[config.mk]
export PLATFORM = sky130hd
export DESIGN_NAME = port_status_regs
export DESIGN_NICKNAME = d
export VERILOG_FILES = /design/src/port_status_pkg.sv /design/src/input_event_detect.sv /design/src/port_status_regs.sv
export VERILOG_INCLUDE_DIRS = /design/src
export SDC_FILE = /design/constraint.sdc
export NUM_CORES = 1
export LEC_CHECK = 0
export BUFFER_PORTS_ARGS = -buffer_cell sky130_fd_sc_hd__buf_2
export CAP_MARGIN = 0
export CORE_UTILIZATION = 51
export DETAILED_ROUTE_END_ITERATION = 12
export PLACE_DENSITY = 0.73
export SYNTH_ARGS = -nofsm -noshare
export SYNTH_HDL_FRONTEND = slang
export SYNTH_HIERARCHICAL = 1
export SYNTH_SLANG_ARGS = --single-unit
[constraint.sdc]
create_clock -name ref_clk_in -period 4.1 [get_ports ref_clk_in]
set_clock_uncertainty 0.15 [all_clocks]
set_input_delay 0.82 -clock ref_clk_in [delete_from_list [all_inputs] [get_ports ref_clk_in]]
set_output_delay 0.82 -clock ref_clk_in [all_outputs]
set_load 0.02 [all_outputs]
[src/port_status_params.svh]
// Offsets, field positions, reset values and widths of the status group.
// Assumes it is included by bare name from the files that need it.
`ifndef PORT_STATUS_PARAMS_SVH
`define PORT_STATUS_PARAMS_SVH

`define PS_ADDR_W            8
`define PS_DATA_W            16
`define PS_PORTS             12
`define PS_TEMP_W            12
`define PS_AVG_W             3
`define PS_CNT_W             7

`define PS_OFS_CONV_LOW      8'h00
`define PS_OFS_CONV_HIGH     8'h01
`define PS_OFS_ONCHIP_TEMP   8'h02
`define PS_OFS_REMOTE1_TEMP  8'h03
`define PS_OFS_REMOTE2_TEMP  8'h04
`define PS_OFS_EVENT_LOW     8'h05
`define PS_OFS_EVENT_HIGH    8'h06

`define PS_LOW_A_LSB         2
`define PS_LOW_A_MSB         7
`define PS_LOW_B_LSB         11
`define PS_LOW_B_MSB         15
`define PS_LOW_A_PORTS       6
`define PS_HIGH_BIT          0

`define PS_MODE_NONE         2'h0
`define PS_MODE_RISE         2'h1
`define PS_MODE_FALL         2'h2
`define PS_MODE_BOTH         2'h3

`define PS_STATUS_RST        12'h000
`define PS_TEMP_RST          12'h000
`define PS_CNT_RST           7'h00
`define PS_DATA_RST          16'h0000

`endif

[src/port_status_pkg.sv]
// Types shared by the status group.
// Assumes port_status_params.svh is on the include path.
`default_nettype none
package port_status_pkg;
  typedef enum logic [3:0] {
    SEQ_IDLE  = 4'b0001,
    SEQ_ARMED = 4'b0010,
    SEQ_LOW   = 4'b0100,
    SEQ_HIGH  = 4'b1000
  } clear_seq_e;
endpackage : port_status_pkg
`default_nettype wire

[src/input_event_detect.sv]
// Per-port edge detector for general-purpose input pins.
// Assumes pins are asynchronous to ref_clk_in; they are synchronised here.
`timescale 1ns/1ps
`default_nettype none
`include "port_status_params.svh"
module input_event_detect #(
  parameter int PORTS = 12
) (
  input  wire logic               ref_clk_in,
  input  wire logic               rst_b_in,
  input  wire logic [PORTS-1:0]   pin_in,
  input  wire logic [PORTS-1:0]   input_port_enable_in,
  input  wire logic [2*PORTS-1:0] edge_mode_in,
  output logic      [PORTS-1:0]   event_out
);
  logic [PORTS-1:0] sync1_reg;
  logic [PORTS-1:0] sync2_reg;
  logic [PORTS-1:0] prev_reg;
  logic [PORTS-1:0] prev_next;
  logic [1:0]       fill_reg;
  logic [1:0]       fill_next;
  logic             primed;

  // No edges until prev_reg holds a synchronised level, so a pin
  // already high at reset release is not taken for a rising edge
  always_comb begin
    prev_next = sync2_reg;
    fill_next = primed ? fill_reg : fill_reg + 2'h1;
  end

  assign primed = fill_reg == 2'h3;

  always_ff @(posedge ref_clk_in or negedge rst_b_in) begin
    if (!rst_b_in) begin
      sync1_reg <= '0;
      sync2_reg <= '0;
      prev_reg  <= '0;
      fill_reg  <= '0;
    end else begin
      sync1_reg <= pin_in;
      sync2_reg <= sync1_reg;
      prev_reg  <= prev_next;
      fill_reg  <= fill_next;
    end
  end

  ////////////////////////////////////////////////////////////////////////////
  genvar i;
  generate
    for (i = 0; i < PORTS; i++) begin : g_port
      logic en;
      logic rise;
      logic fall;
      assign en   = input_port_enable_in[i];
      assign rise = primed & sync2_reg[i] & ~prev_reg[i];
      assign fall = primed & ~sync2_reg[i] & prev_reg[i];
      always_comb begin
        case (edge_mode_in[2*i +: 2])
          `PS_MODE_RISE: event_out[i] = en & rise;
          `PS_MODE_FALL: event_out[i] = en & fall;
          `PS_MODE_BOTH: event_out[i] = en & (rise | fall);
          default:       event_out[i] = 1'b0;
        endcase
      end
    end
  endgenerate
endmodule : input_event_detect
`default_nettype wire

[src/port_status_regs.sv]
// Status and temperature readout registers of the port expander.
// Assumes reads come from the serial interface as one-cycle strobes on
// ref_clk_in, and the interrupt register read is signalled by the core.
//
// Summary of operation
// - Result write sets that port's converter status
// - Averaging ports update after full sample set
// - Converter status ignores every interrupt mask
// - Clear needs interrupt read, then both reads
// - Ports 0-5 bits 7:2, 6-10 bits 15:11
// - Temperatures are 12-bit two's complement, bits 11:0
// - On-chip sensor has its own register
// - First remote sensor has own register
// - Second remote sensor has own register
// - Enabled input port edge sets event status
// - Event status ignores every interrupt mask
// - Event clear needs interrupt read, both reads
// - Event bits use same split layout
// - Edge mode selects none, rise, fall or both
// - Data-ready interrupt bit on any new result
// - Event interrupt bit on any new event
`timescale 1ns/1ps
`default_nettype none
`include "port_status_params.svh"
module port_status_regs
  import port_status_pkg::*;
#(
  parameter int PORTS = `PS_PORTS
) (
  input  wire logic                    ref_clk_in,
  input  wire logic                    rst_b_in,
  input  wire logic                    rd_en_in,
  input  wire logic [`PS_ADDR_W-1:0]   rd_addr_in,
  output logic      [`PS_DATA_W-1:0]   rd_data_out,
  input  wire logic                    irq_reg_read_in,
  input  wire logic [PORTS-1:0]        conv_sample_in,
  input  wire logic [PORTS*3-1:0]      avg_log2_in,
  input  wire logic [PORTS-1:0]        general_purpose_input_in,
  input  wire logic [PORTS-1:0]        input_port_enable_in,
  input  wire logic [2*PORTS-1:0]      input_edge_mode_in,
  input  wire logic                    onchip_temp_valid_in,
  input  wire logic [`PS_TEMP_W-1:0]   onchip_temp_in,
  input  wire logic                    remote1_temp_valid_in,
  input  wire logic [`PS_TEMP_W-1:0]   remote1_temp_in,
  input  wire logic                    remote2_temp_valid_in,
  input  wire logic [`PS_TEMP_W-1:0]   remote2_temp_in,
  output logic      [PORTS-1:0]        conv_result_write_out,
  output logic                         conv_data_ready_irq_out,
  output logic                         input_event_ready_irq_out
);
  if (PORTS != `PS_PORTS) begin : g_bad_ports
    $error("Register layout serves twelve ports");
  end

  ////////////////////////////////////////////////////////////////////////////
  // Averaging counters: result written only after 2^N samples
  logic [`PS_CNT_W-1:0] cnt_reg  [PORTS];
  logic [`PS_CNT_W-1:0] cnt_next [PORTS];
  logic [PORTS-1:0]     conv_write;

  genvar p;
  generate
    for (p = 0; p < PORTS; p++) begin : g_avg
      logic [`PS_CNT_W-1:0] last;
      assign last = `PS_CNT_W'((8'h01 << avg_log2_in[3*p +: 3]) - 8'h01);
      always_comb begin
        cnt_next[p]   = cnt_reg[p];
        conv_write[p] = 1'b0;
        if (conv_sample_in[p]) begin
          if (cnt_reg[p] >= last) begin
            cnt_next[p]   = `PS_CNT_RST;
            conv_write[p] = 1'b1;
          end else begin
            cnt_next[p] = cnt_reg[p] + `PS_CNT_W'(1);
          end
        end
      end
      always_ff @(posedge ref_clk_in or negedge rst_b_in) begin
        if (!rst_b_in) begin
          cnt_reg[p] <= `PS_CNT_RST;
        end else begin
          cnt_reg[p] <= cnt_next[p];
        end
      end
    end
  endgenerate

  ////////////////////////////////////////////////////////////////////////////
  logic [PORTS-1:0] input_event;

  input_event_detect #(
    .PORTS (PORTS)
  ) u_detect (
    .ref_clk_in           (ref_clk_in),
    .rst_b_in             (rst_b_in),
    .pin_in               (general_purpose_input_in),
    .input_port_enable_in (input_port_enable_in),
    .edge_mode_in         (input_edge_mode_in),
    .event_out            (input_event)
  );

  ////////////////////////////////////////////////////////////////////////////
  // Clear sequencing: group 0 converter, group 1 input events
  logic [1:0]             rd_low;
  logic [1:0]             rd_high;
  logic [1:0]             clr;
  logic [PORTS-1:0]       set_bits [2];
  clear_seq_e             seq_reg  [2];
  clear_seq_e             seq_next [2];
  logic [PORTS-1:0]       status_reg  [2];
  logic [PORTS-1:0]       status_next [2];
  logic [1:0]             pend_reg;
  logic [1:0]             pend_next;

  assign set_bits[0] = conv_write;
  assign set_bits[1] = input_event;
  assign rd_low[0]   = rd_en_in && rd_addr_in == `PS_OFS_CONV_LOW;
  assign rd_high[0]  = rd_en_in && rd_addr_in == `PS_OFS_CONV_HIGH;
  assign rd_low[1]   = rd_en_in && rd_addr_in == `PS_OFS_EVENT_LOW;
  assign rd_high[1]  = rd_en_in && rd_addr_in == `PS_OFS_EVENT_HIGH;

  genvar g;
  generate
    for (g = 0; g < 2; g++) begin : g_grp
      always_comb begin
        seq_next[g] = seq_reg[g];
        clr[g]      = 1'b0;
        case (seq_reg[g])
          SEQ_IDLE: begin
            seq_next[g] = SEQ_IDLE;
          end
          SEQ_ARMED: begin
            if (rd_low[g]) begin
              seq_next[g] = SEQ_LOW;
            end else if (rd_high[g]) begin
              seq_next[g] = SEQ_HIGH;
            end
          end
          SEQ_LOW: begin
            if (rd_high[g]) begin
              clr[g]      = 1'b1;
              seq_next[g] = SEQ_IDLE;
            end
          end
          SEQ_HIGH: begin
            if (rd_low[g]) begin
              clr[g]      = 1'b1;
              seq_next[g] = SEQ_IDLE;
            end
          end
          default: begin
            seq_next[g] = SEQ_IDLE;
          end
        endcase
        // Interrupt read always restarts the sequence
        if (irq_reg_read_in) begin
          seq_next[g] = SEQ_ARMED;
        end
        // Set after clear so a same-cycle event survives
        status_next[g] = (clr[g] ? `PS_STATUS_RST : status_reg[g])
                         | set_bits[g];
        pend_next[g]   = (clr[g] ? 1'b0 : pend_reg[g])
                         | (|set_bits[g]);
      end
      always_ff @(posedge ref_clk_in or negedge rst_b_in) begin
        if (!rst_b_in) begin
          seq_reg[g]    <= SEQ_IDLE;
          status_reg[g] <= `PS_STATUS_RST;
          pend_reg[g]   <= 1'b0;
        end else begin
          seq_reg[g]    <= seq_next[g];
          status_reg[g] <= status_next[g];
          pend_reg[g]   <= pend_next[g];
        end
      end
    end
  endgenerate

  ////////////////////////////////////////////////////////////////////////////
  // Temperature holding registers, reserved upper bits read zero
  logic [`PS_TEMP_W-1:0] onchip_reg;
  logic [`PS_TEMP_W-1:0] onchip_next;
  logic [`PS_TEMP_W-1:0] remote1_reg;
  logic [`PS_TEMP_W-1:0] remote1_next;
  logic [`PS_TEMP_W-1:0] remote2_reg;
  logic [`PS_TEMP_W-1:0] remote2_next;

  always_comb begin
    onchip_next  = onchip_temp_valid_in  ? onchip_temp_in  : onchip_reg;
    remote1_next = remote1_temp_valid_in ? remote1_temp_in : remote1_reg;
    remote2_next = remote2_temp_valid_in ? remote2_temp_in : remote2_reg;
  end

  always_ff @(posedge ref_clk_in or negedge rst_b_in) begin
    if (!rst_b_in) begin
      onchip_reg  <= `PS_TEMP_RST;
      remote1_reg <= `PS_TEMP_RST;
      remote2_reg <= `PS_TEMP_RST;
    end else begin
      onchip_reg  <= onchip_next;
      remote1_reg <= remote1_next;
      remote2_reg <= remote2_next;
    end
  end

  ////////////////////////////////////////////////////////////////////////////
  // Read data registered; value sampled before any clear it causes
  function automatic logic [`PS_DATA_W-1:0] low_word(
    input logic [PORTS-1:0] s
  );
    logic [`PS_DATA_W-1:0] w;
    w = `PS_DATA_RST;
    w[`PS_LOW_A_MSB:`PS_LOW_A_LSB] = s[`PS_LOW_A_PORTS-1:0];
    w[`PS_LOW_B_MSB:`PS_LOW_B_LSB] = s[PORTS-2:`PS_LOW_A_PORTS];
    return w;
  endfunction : low_word

  logic [`PS_DATA_W-1:0] rd_data_reg;
  logic [`PS_DATA_W-1:0] rd_data_next;
  logic [`PS_DATA_W-1:0] high_word [2];

  always_comb begin
    high_word[0] = `PS_DATA_RST;
    high_word[1] = `PS_DATA_RST;
    high_word[0][`PS_HIGH_BIT] = status_reg[0][PORTS-1];
    high_word[1][`PS_HIGH_BIT] = status_reg[1][PORTS-1];
    rd_data_next = rd_data_reg;
    if (rd_en_in) begin
      case (rd_addr_in)
        `PS_OFS_CONV_LOW:     rd_data_next = low_word(status_reg[0]);
        `PS_OFS_CONV_HIGH:    rd_data_next = high_word[0];
        `PS_OFS_ONCHIP_TEMP:  rd_data_next = {4'h0, onchip_reg};
        `PS_OFS_REMOTE1_TEMP: rd_data_next = {4'h0, remote1_reg};
        `PS_OFS_REMOTE2_TEMP: rd_data_next = {4'h0, remote2_reg};
        `PS_OFS_EVENT_LOW:    rd_data_next = low_word(status_reg[1]);
        `PS_OFS_EVENT_HIGH:   rd_data_next = high_word[1];
        default:              rd_data_next = `PS_DATA_RST;
      endcase
    end
  end

  always_ff @(posedge ref_clk_in or negedge rst_b_in) begin
    if (!rst_b_in) begin
      rd_data_reg <= `PS_DATA_RST;
    end else begin
      rd_data_reg <= rd_data_next;
    end
  end

  assign rd_data_out               = rd_data_reg;
  assign conv_result_write_out     = conv_write;
  assign conv_data_ready_irq_out   = pend_reg[0];
  assign input_event_ready_irq_out = pend_reg[1];
endmodule : port_status_regs
`default_nettype wire

## Yosys cells after proc, flatten, opt, wreduce, memory -nomap -nowiden

Cells that the tools add are included.

- Multipliers: 0
- Mux-type cells: 71
- Bitwise logic cells: 124
- $lt $le $gt $ge: 12
- Divide/modulo/power cells: 0
- Add/sub/neg operators: 25
- Shift operators: 12
- Equality and inequality tests: 55
- Reductions and logical operators: 9

Operators with widths:

| operator | number |
|---|---|
| $pmux 16 s7 | 1 |
| $add 7x1->7 const B | 12 |
| $and 1x1->1 | 84 |
| $ge 7x7->1 | 12 |
| $mux 7 | 12 |
| $shl 1x3->7 const A | 12 |
| $sub 7x1->7 const B | 12 |
| $eq 2x2->1 const B | 25 |
| $mux 4 | 10 |
| $pmux 1 s3 | 12 |
| $mux 1 | 30 |
| $eq 2x1->1 const B | 12 |
| $eq 8x3->1 const B | 3 |
| $mux 12 | 2 |
| $not 1->1 | 24 |
| $or 12x12->12 | 2 |
| $pmux 4 s3 | 2 |
| $reduce_or 12->1 | 2 |
| $eq 8x2->1 const B | 2 |
| $or 1x1->1 | 14 |
| $ne 3x3->1 const B | 4 |
| $eq 4x2->1 const B | 2 |
| $eq 4x3->1 const B | 2 |
| $eq 4x4->1 const B | 2 |
| 7 further kinds | 13 |

- Latch bits: 0
- Input bits: 147
- Word-level logic and storage cells: 334
- Output and inout bits: 30
- Flip-flop bits (word level): 208
- Memories: 0
- RAM bits: 0
- Bits in read-only memories: 0

## Depth between registers and ports, before layout

- Word-level depth: 8
- Gate-level depth with buffers: 15
- Gate-level depth less buffers: 13

## Modules after synthesis

Netlist, hierarchy kept.

By module, submodules not included:

| module | cells each | sequential area each (um^2) | times used | area each (um^2) |
|---|---|---|---|---|
| port_status_regs | 1102 | 4256.6 | 1 | 10450.0 |
| input_event_detect | 90 | 950.9 | 1 | 1313.8 |

## Least setup slack after synthesis

Ideal clock, no wire load.

- Path type: input to output
- Start: in avg_log2_in[23]
- End: out conv_result_write_out[7]
- Data required time: 3130 ps
- Stages: 12
- Buffers on the path: 2
- Setup slack: 32 ps
- Arrival time: 3098 ps
- Cell sequence: or3_1 -> ha_1 -> clkbuf_1 -> nor3_1 -> a21oi_1 -> o21a_1 -> ha_1 -> and3_1 -> o211ai_1 -> o21ai_0 -> and2_1 -> clkbuf_1

- Longest elaborated chain between the ends: 5

Ends and longest elaborated chain:

| what | line | text |
|---|---|---|
| start: declaration | port_status_regs.sv:37 | `input wire logic [PORTS*3-1:0] avg_log2_in,` |
| $shl 1x3->7 | port_status_regs.sv:65 | `` assign last = `PS_CNT_W'((8'h01 << avg_log2_in[3*p +: 3]) - 8'h01); `` |
| $sub 7x1->7 | port_status_regs.sv:65 |  |
| $ge 7x7->1 | port_status_regs.sv:70 | `if (cnt_reg[p] >= last) begin` |
| $mux 1 | port_status_regs.sv:70 |  |
| $mux 1 | port_status_regs.sv:69 | `if (conv_sample_in[p]) begin` |
| end: declaration | port_status_regs.sv:47 | `output logic [PORTS-1:0] conv_result_write_out,` |

No other way between the ends.

## Final worst setup path

Same ends and word-level chain as after synthesis.

==> key figures <==
Power
  – Final Power: 0.00679 W
  – Pwr Density: 479 mW/mm^2
  – P_leak: 6.59 nW
  – Maximum VDD drop: 0.327 mV

Detailed routing
  – Drc violations: 0
  – DR WL/cell: 15.4 um
  – Drt first pass iters: 5
  – Final ANT Viol Nets: 0
  – Via Count: 9370
  – Post-Route WL: 26.1 mm
  – Initial detailed-routing violation count: 576
  – Via density: 5.52

Cells and area
  – Largest register FFs: 84
  – Fill cell count: 1854
  – Area delta synth->final: 20.5%
  – Finished Layout Cells: 1696
  – NumNets Final: 1651
  – Ant diodes: 0
  – Layout cell share with drive strength beyond 1: 24.0%

Logic synthesis
  – Unique masters post-synth: 56
  – Syn_area_per_cell: 9.87 um^2
  – Yosys reg bits: 208
  – Synthesized instance count: 1192
  – Post-synth ARST share: 100%
  – Syn_nets: 1448
  – Number of synthesized flops with an enable pin: 0
  – Post-synthesis sequential area ratio: 44.3%
  – Synthesized area: 0.0118 mm^2
  – Dominant synthesized flop cell: dfrtp_1
  – Synthesis Warnings: 6

Worst setup path
  – Crit-path max FO: 6
  – CP required: 3130 ps
  – Setup CP Type: primary input to output port
  – Critical Path AT: 3100 ps
  – Endpoint type of the worst setup path: output port
  – Startpoint Class: primary input

Clock network
  – TritonCTS buffer count: 23
  – CTS tree: yes
  – Clk root buf: clkbuf_16
  – CTS HTree Levels: 1
  – Clock Path Buffers: 3
  – Clk sinks: 208
  – Clk_lat worst skew: 510 ps
  – Hold buffers post-CTS: 0
  – Clock slew at reported path FFs: 60 ps

STA
  – Final Hold Fails: 0
  – Tcrit/Tclk final: 99.2%
  – Max Fclk: 246 MHz
  – Worst-margin pin slew: 1010 ps
  – Final TNS setup: 0 ps
  – Final min period: 4070 ps
  – WHS: 195 ps
  – Max-slew violations: 0
  – Setup-failing EPs final: 0
  – Worst slew margin: 32.5%

Global routing
  – Grt total ovfl: 0
  – All-Layer GR Usage: 22.2%
  – Vias in the first global route: 9109
  – Met2 GRT Util: 38.1%
  – Initial antenna violation count: 1
  – Grt met3 use: 3.24%
  – GRT busiest layer: met2
  – First-pass GRT wire length: 43.1 mm
  – Pin count of the biggest net entering global routing: 115
  – Met1 Track Usage GR: 29.6%

Floorplan
  – Io pins: 177
  – Die area: 0.0237 mm^2
  – Row count: 55
  – Die W: 154 um
  – Initial core utilization: 52.0%
  – Chip Height: 154 um
  – Core area: 0.0226 mm^2

Placed design
  – DP Cell Count: 1652
  – Number of I/O port buffers: 176
  – DP Wirelength: 19.3 mm
  – Gpl congestion: 0.833

Run
  – Max-cap violations: 0

Status
  – Outcome: finished, final reports clean

Worst hold path
  – HP Class: flip-flop to flip-flop
==> through the flow <==
step	area [um^2]	utilization, %	setup WS [ps]
final	14200	62.6	34.7
after global routing	14200	62.6	-47.6
after CTS	13900	61.6	4.12
after detailed placement	13100	58.0	-68.3
after global placement	13100	58.0	55.3
after floorplan	11800	-	31.9
==> area by class of cell <==
class / count / area (um^2) / share of cell area, %
multi-input combinational: 890 / 6400 / 45.2
sequential: 208 / 5210 / 36.7
timing repair buffer: 213 / 1190 / 8.39
clock buffer: 28 / 634 / 4.48
tap: 285 / 357 / 2.52
inverter: 59 / 221 / 1.56
clock inverter: 13 / 163 / 1.15
==> worst max-delay path: stages <==
cell	delay, ps
buf_2	110
or3_4	400
ha_4	200
nor3_1	190
a21oi_1	80
o21a_1	190
ha_1	260
and3_1	170
a221oi_2	220
o21ai_1	110
and2_1	180
buf_2	160
==> metal layers <==
layer / vias up / routed length, um
met4: 2 / 514
met5: - / 13
met2: 191 / 12600
met1: 4470 / 11800
met3: 42 / 1150
li1: 4665 / -
==> synthesized netlist by cell type, drive strengths merged, types with 11 or more instances <==
cell type / n / area [um^2]
nor3: 20 / 100
a22oi: 12 / 90.1
dfrtp: 206 / 5150
a21oi: 78 / 424
o21a: 12 / 90.1
nand3: 22 / 110
a21o: 46 / 345
xnor2: 37 / 324
ha: 109 / 1360
nor2: 107 / 402
clkbuf: 29 / 109
o21ai: 59 / 295
nand4: 30 / 188
mux2: 39 / 439
o211ai: 13 / 97.6
nor3b: 20 / 150
nand3b: 27 / 203
nand2: 112 / 420
or3: 12 / 75.1
mux2i: 11 / 110
xor2: 30 / 263
nor2b: 17 / 106
inv: 59 / 221
==> power breakdown <==
group / leakage [nW] / internal (W) / total, W / switching (W)
sequential: 2.50 / 0.00243 / 0.00282 / 0.000385
clock: 0.385 / 0.00130 / 0.00213 / 0.000837
combinational: 3.70 / 0.000883 / 0.00184 / 0.000956
total: 6.59 / 0.00461 / 0.00679 / 0.00218
==> cell families (layout without fill, tap and decap cells) <==
group	Yosys count	after routing	share of synthesized area (%)
AND/OR/NAND/NOR	404	404	17.2
flip-flops	208	208	44.3
AO/OA/AOI/OAI	260	260	14.2
adder cells (fa/ha/maj)	109	109	11.6
buffers and inverters	94	313	3.10
XOR/XNOR	67	67	4.99
multiplexers	50	50	4.67
==> what timing repair did <==
| item | CTS | global route |
|---|---|---|
| pin swaps | 0 | 1 |
| resized for setup | 4 | 41 |
| buffers inserted | 0 | 3 |
| endpoints found under the setup margin | 4 | 12 |
==> cell usage in the layout (no fill, tap or decap), types with 20 or more instances in the layout <==
master,n
a21o_1,46
buf_2,172
ha_1,95
o21ai_0,55
nand4_1,30
inv_1,59
nand3_1,22
clkbuf_16,23
dfrtp_1,206
buf_4,39
xnor2_1,37
nor2_1,105
a21oi_1,67
nand3b_1,27
nor3b_1,20
xor2_1,30
mux2_2,39
nand2_1,111
==> path summary, 6_finish.rpt <==
check	cells past startpoint	to	from	slack (ps)
setup / recovery	12	conv_result_write_out[7]	avg_log2_in[23]	30
hold / removal	0	u_detect/prev_next[5]	u_detect/sync1_reg[5]	190
setup reg to reg	9	conv_data_ready_irq_out	cnt_reg[72]	1800
hold reg to reg	0	u_detect/prev_next[5]	u_detect/sync1_reg[5]	190
max in group asynchronous	2	seq_reg[4]	rst_b_in	2640
min in group asynchronous	1	cnt_reg[77]	rst_b_in	230
No activity file was read; power rests on OpenSTA's default activity.
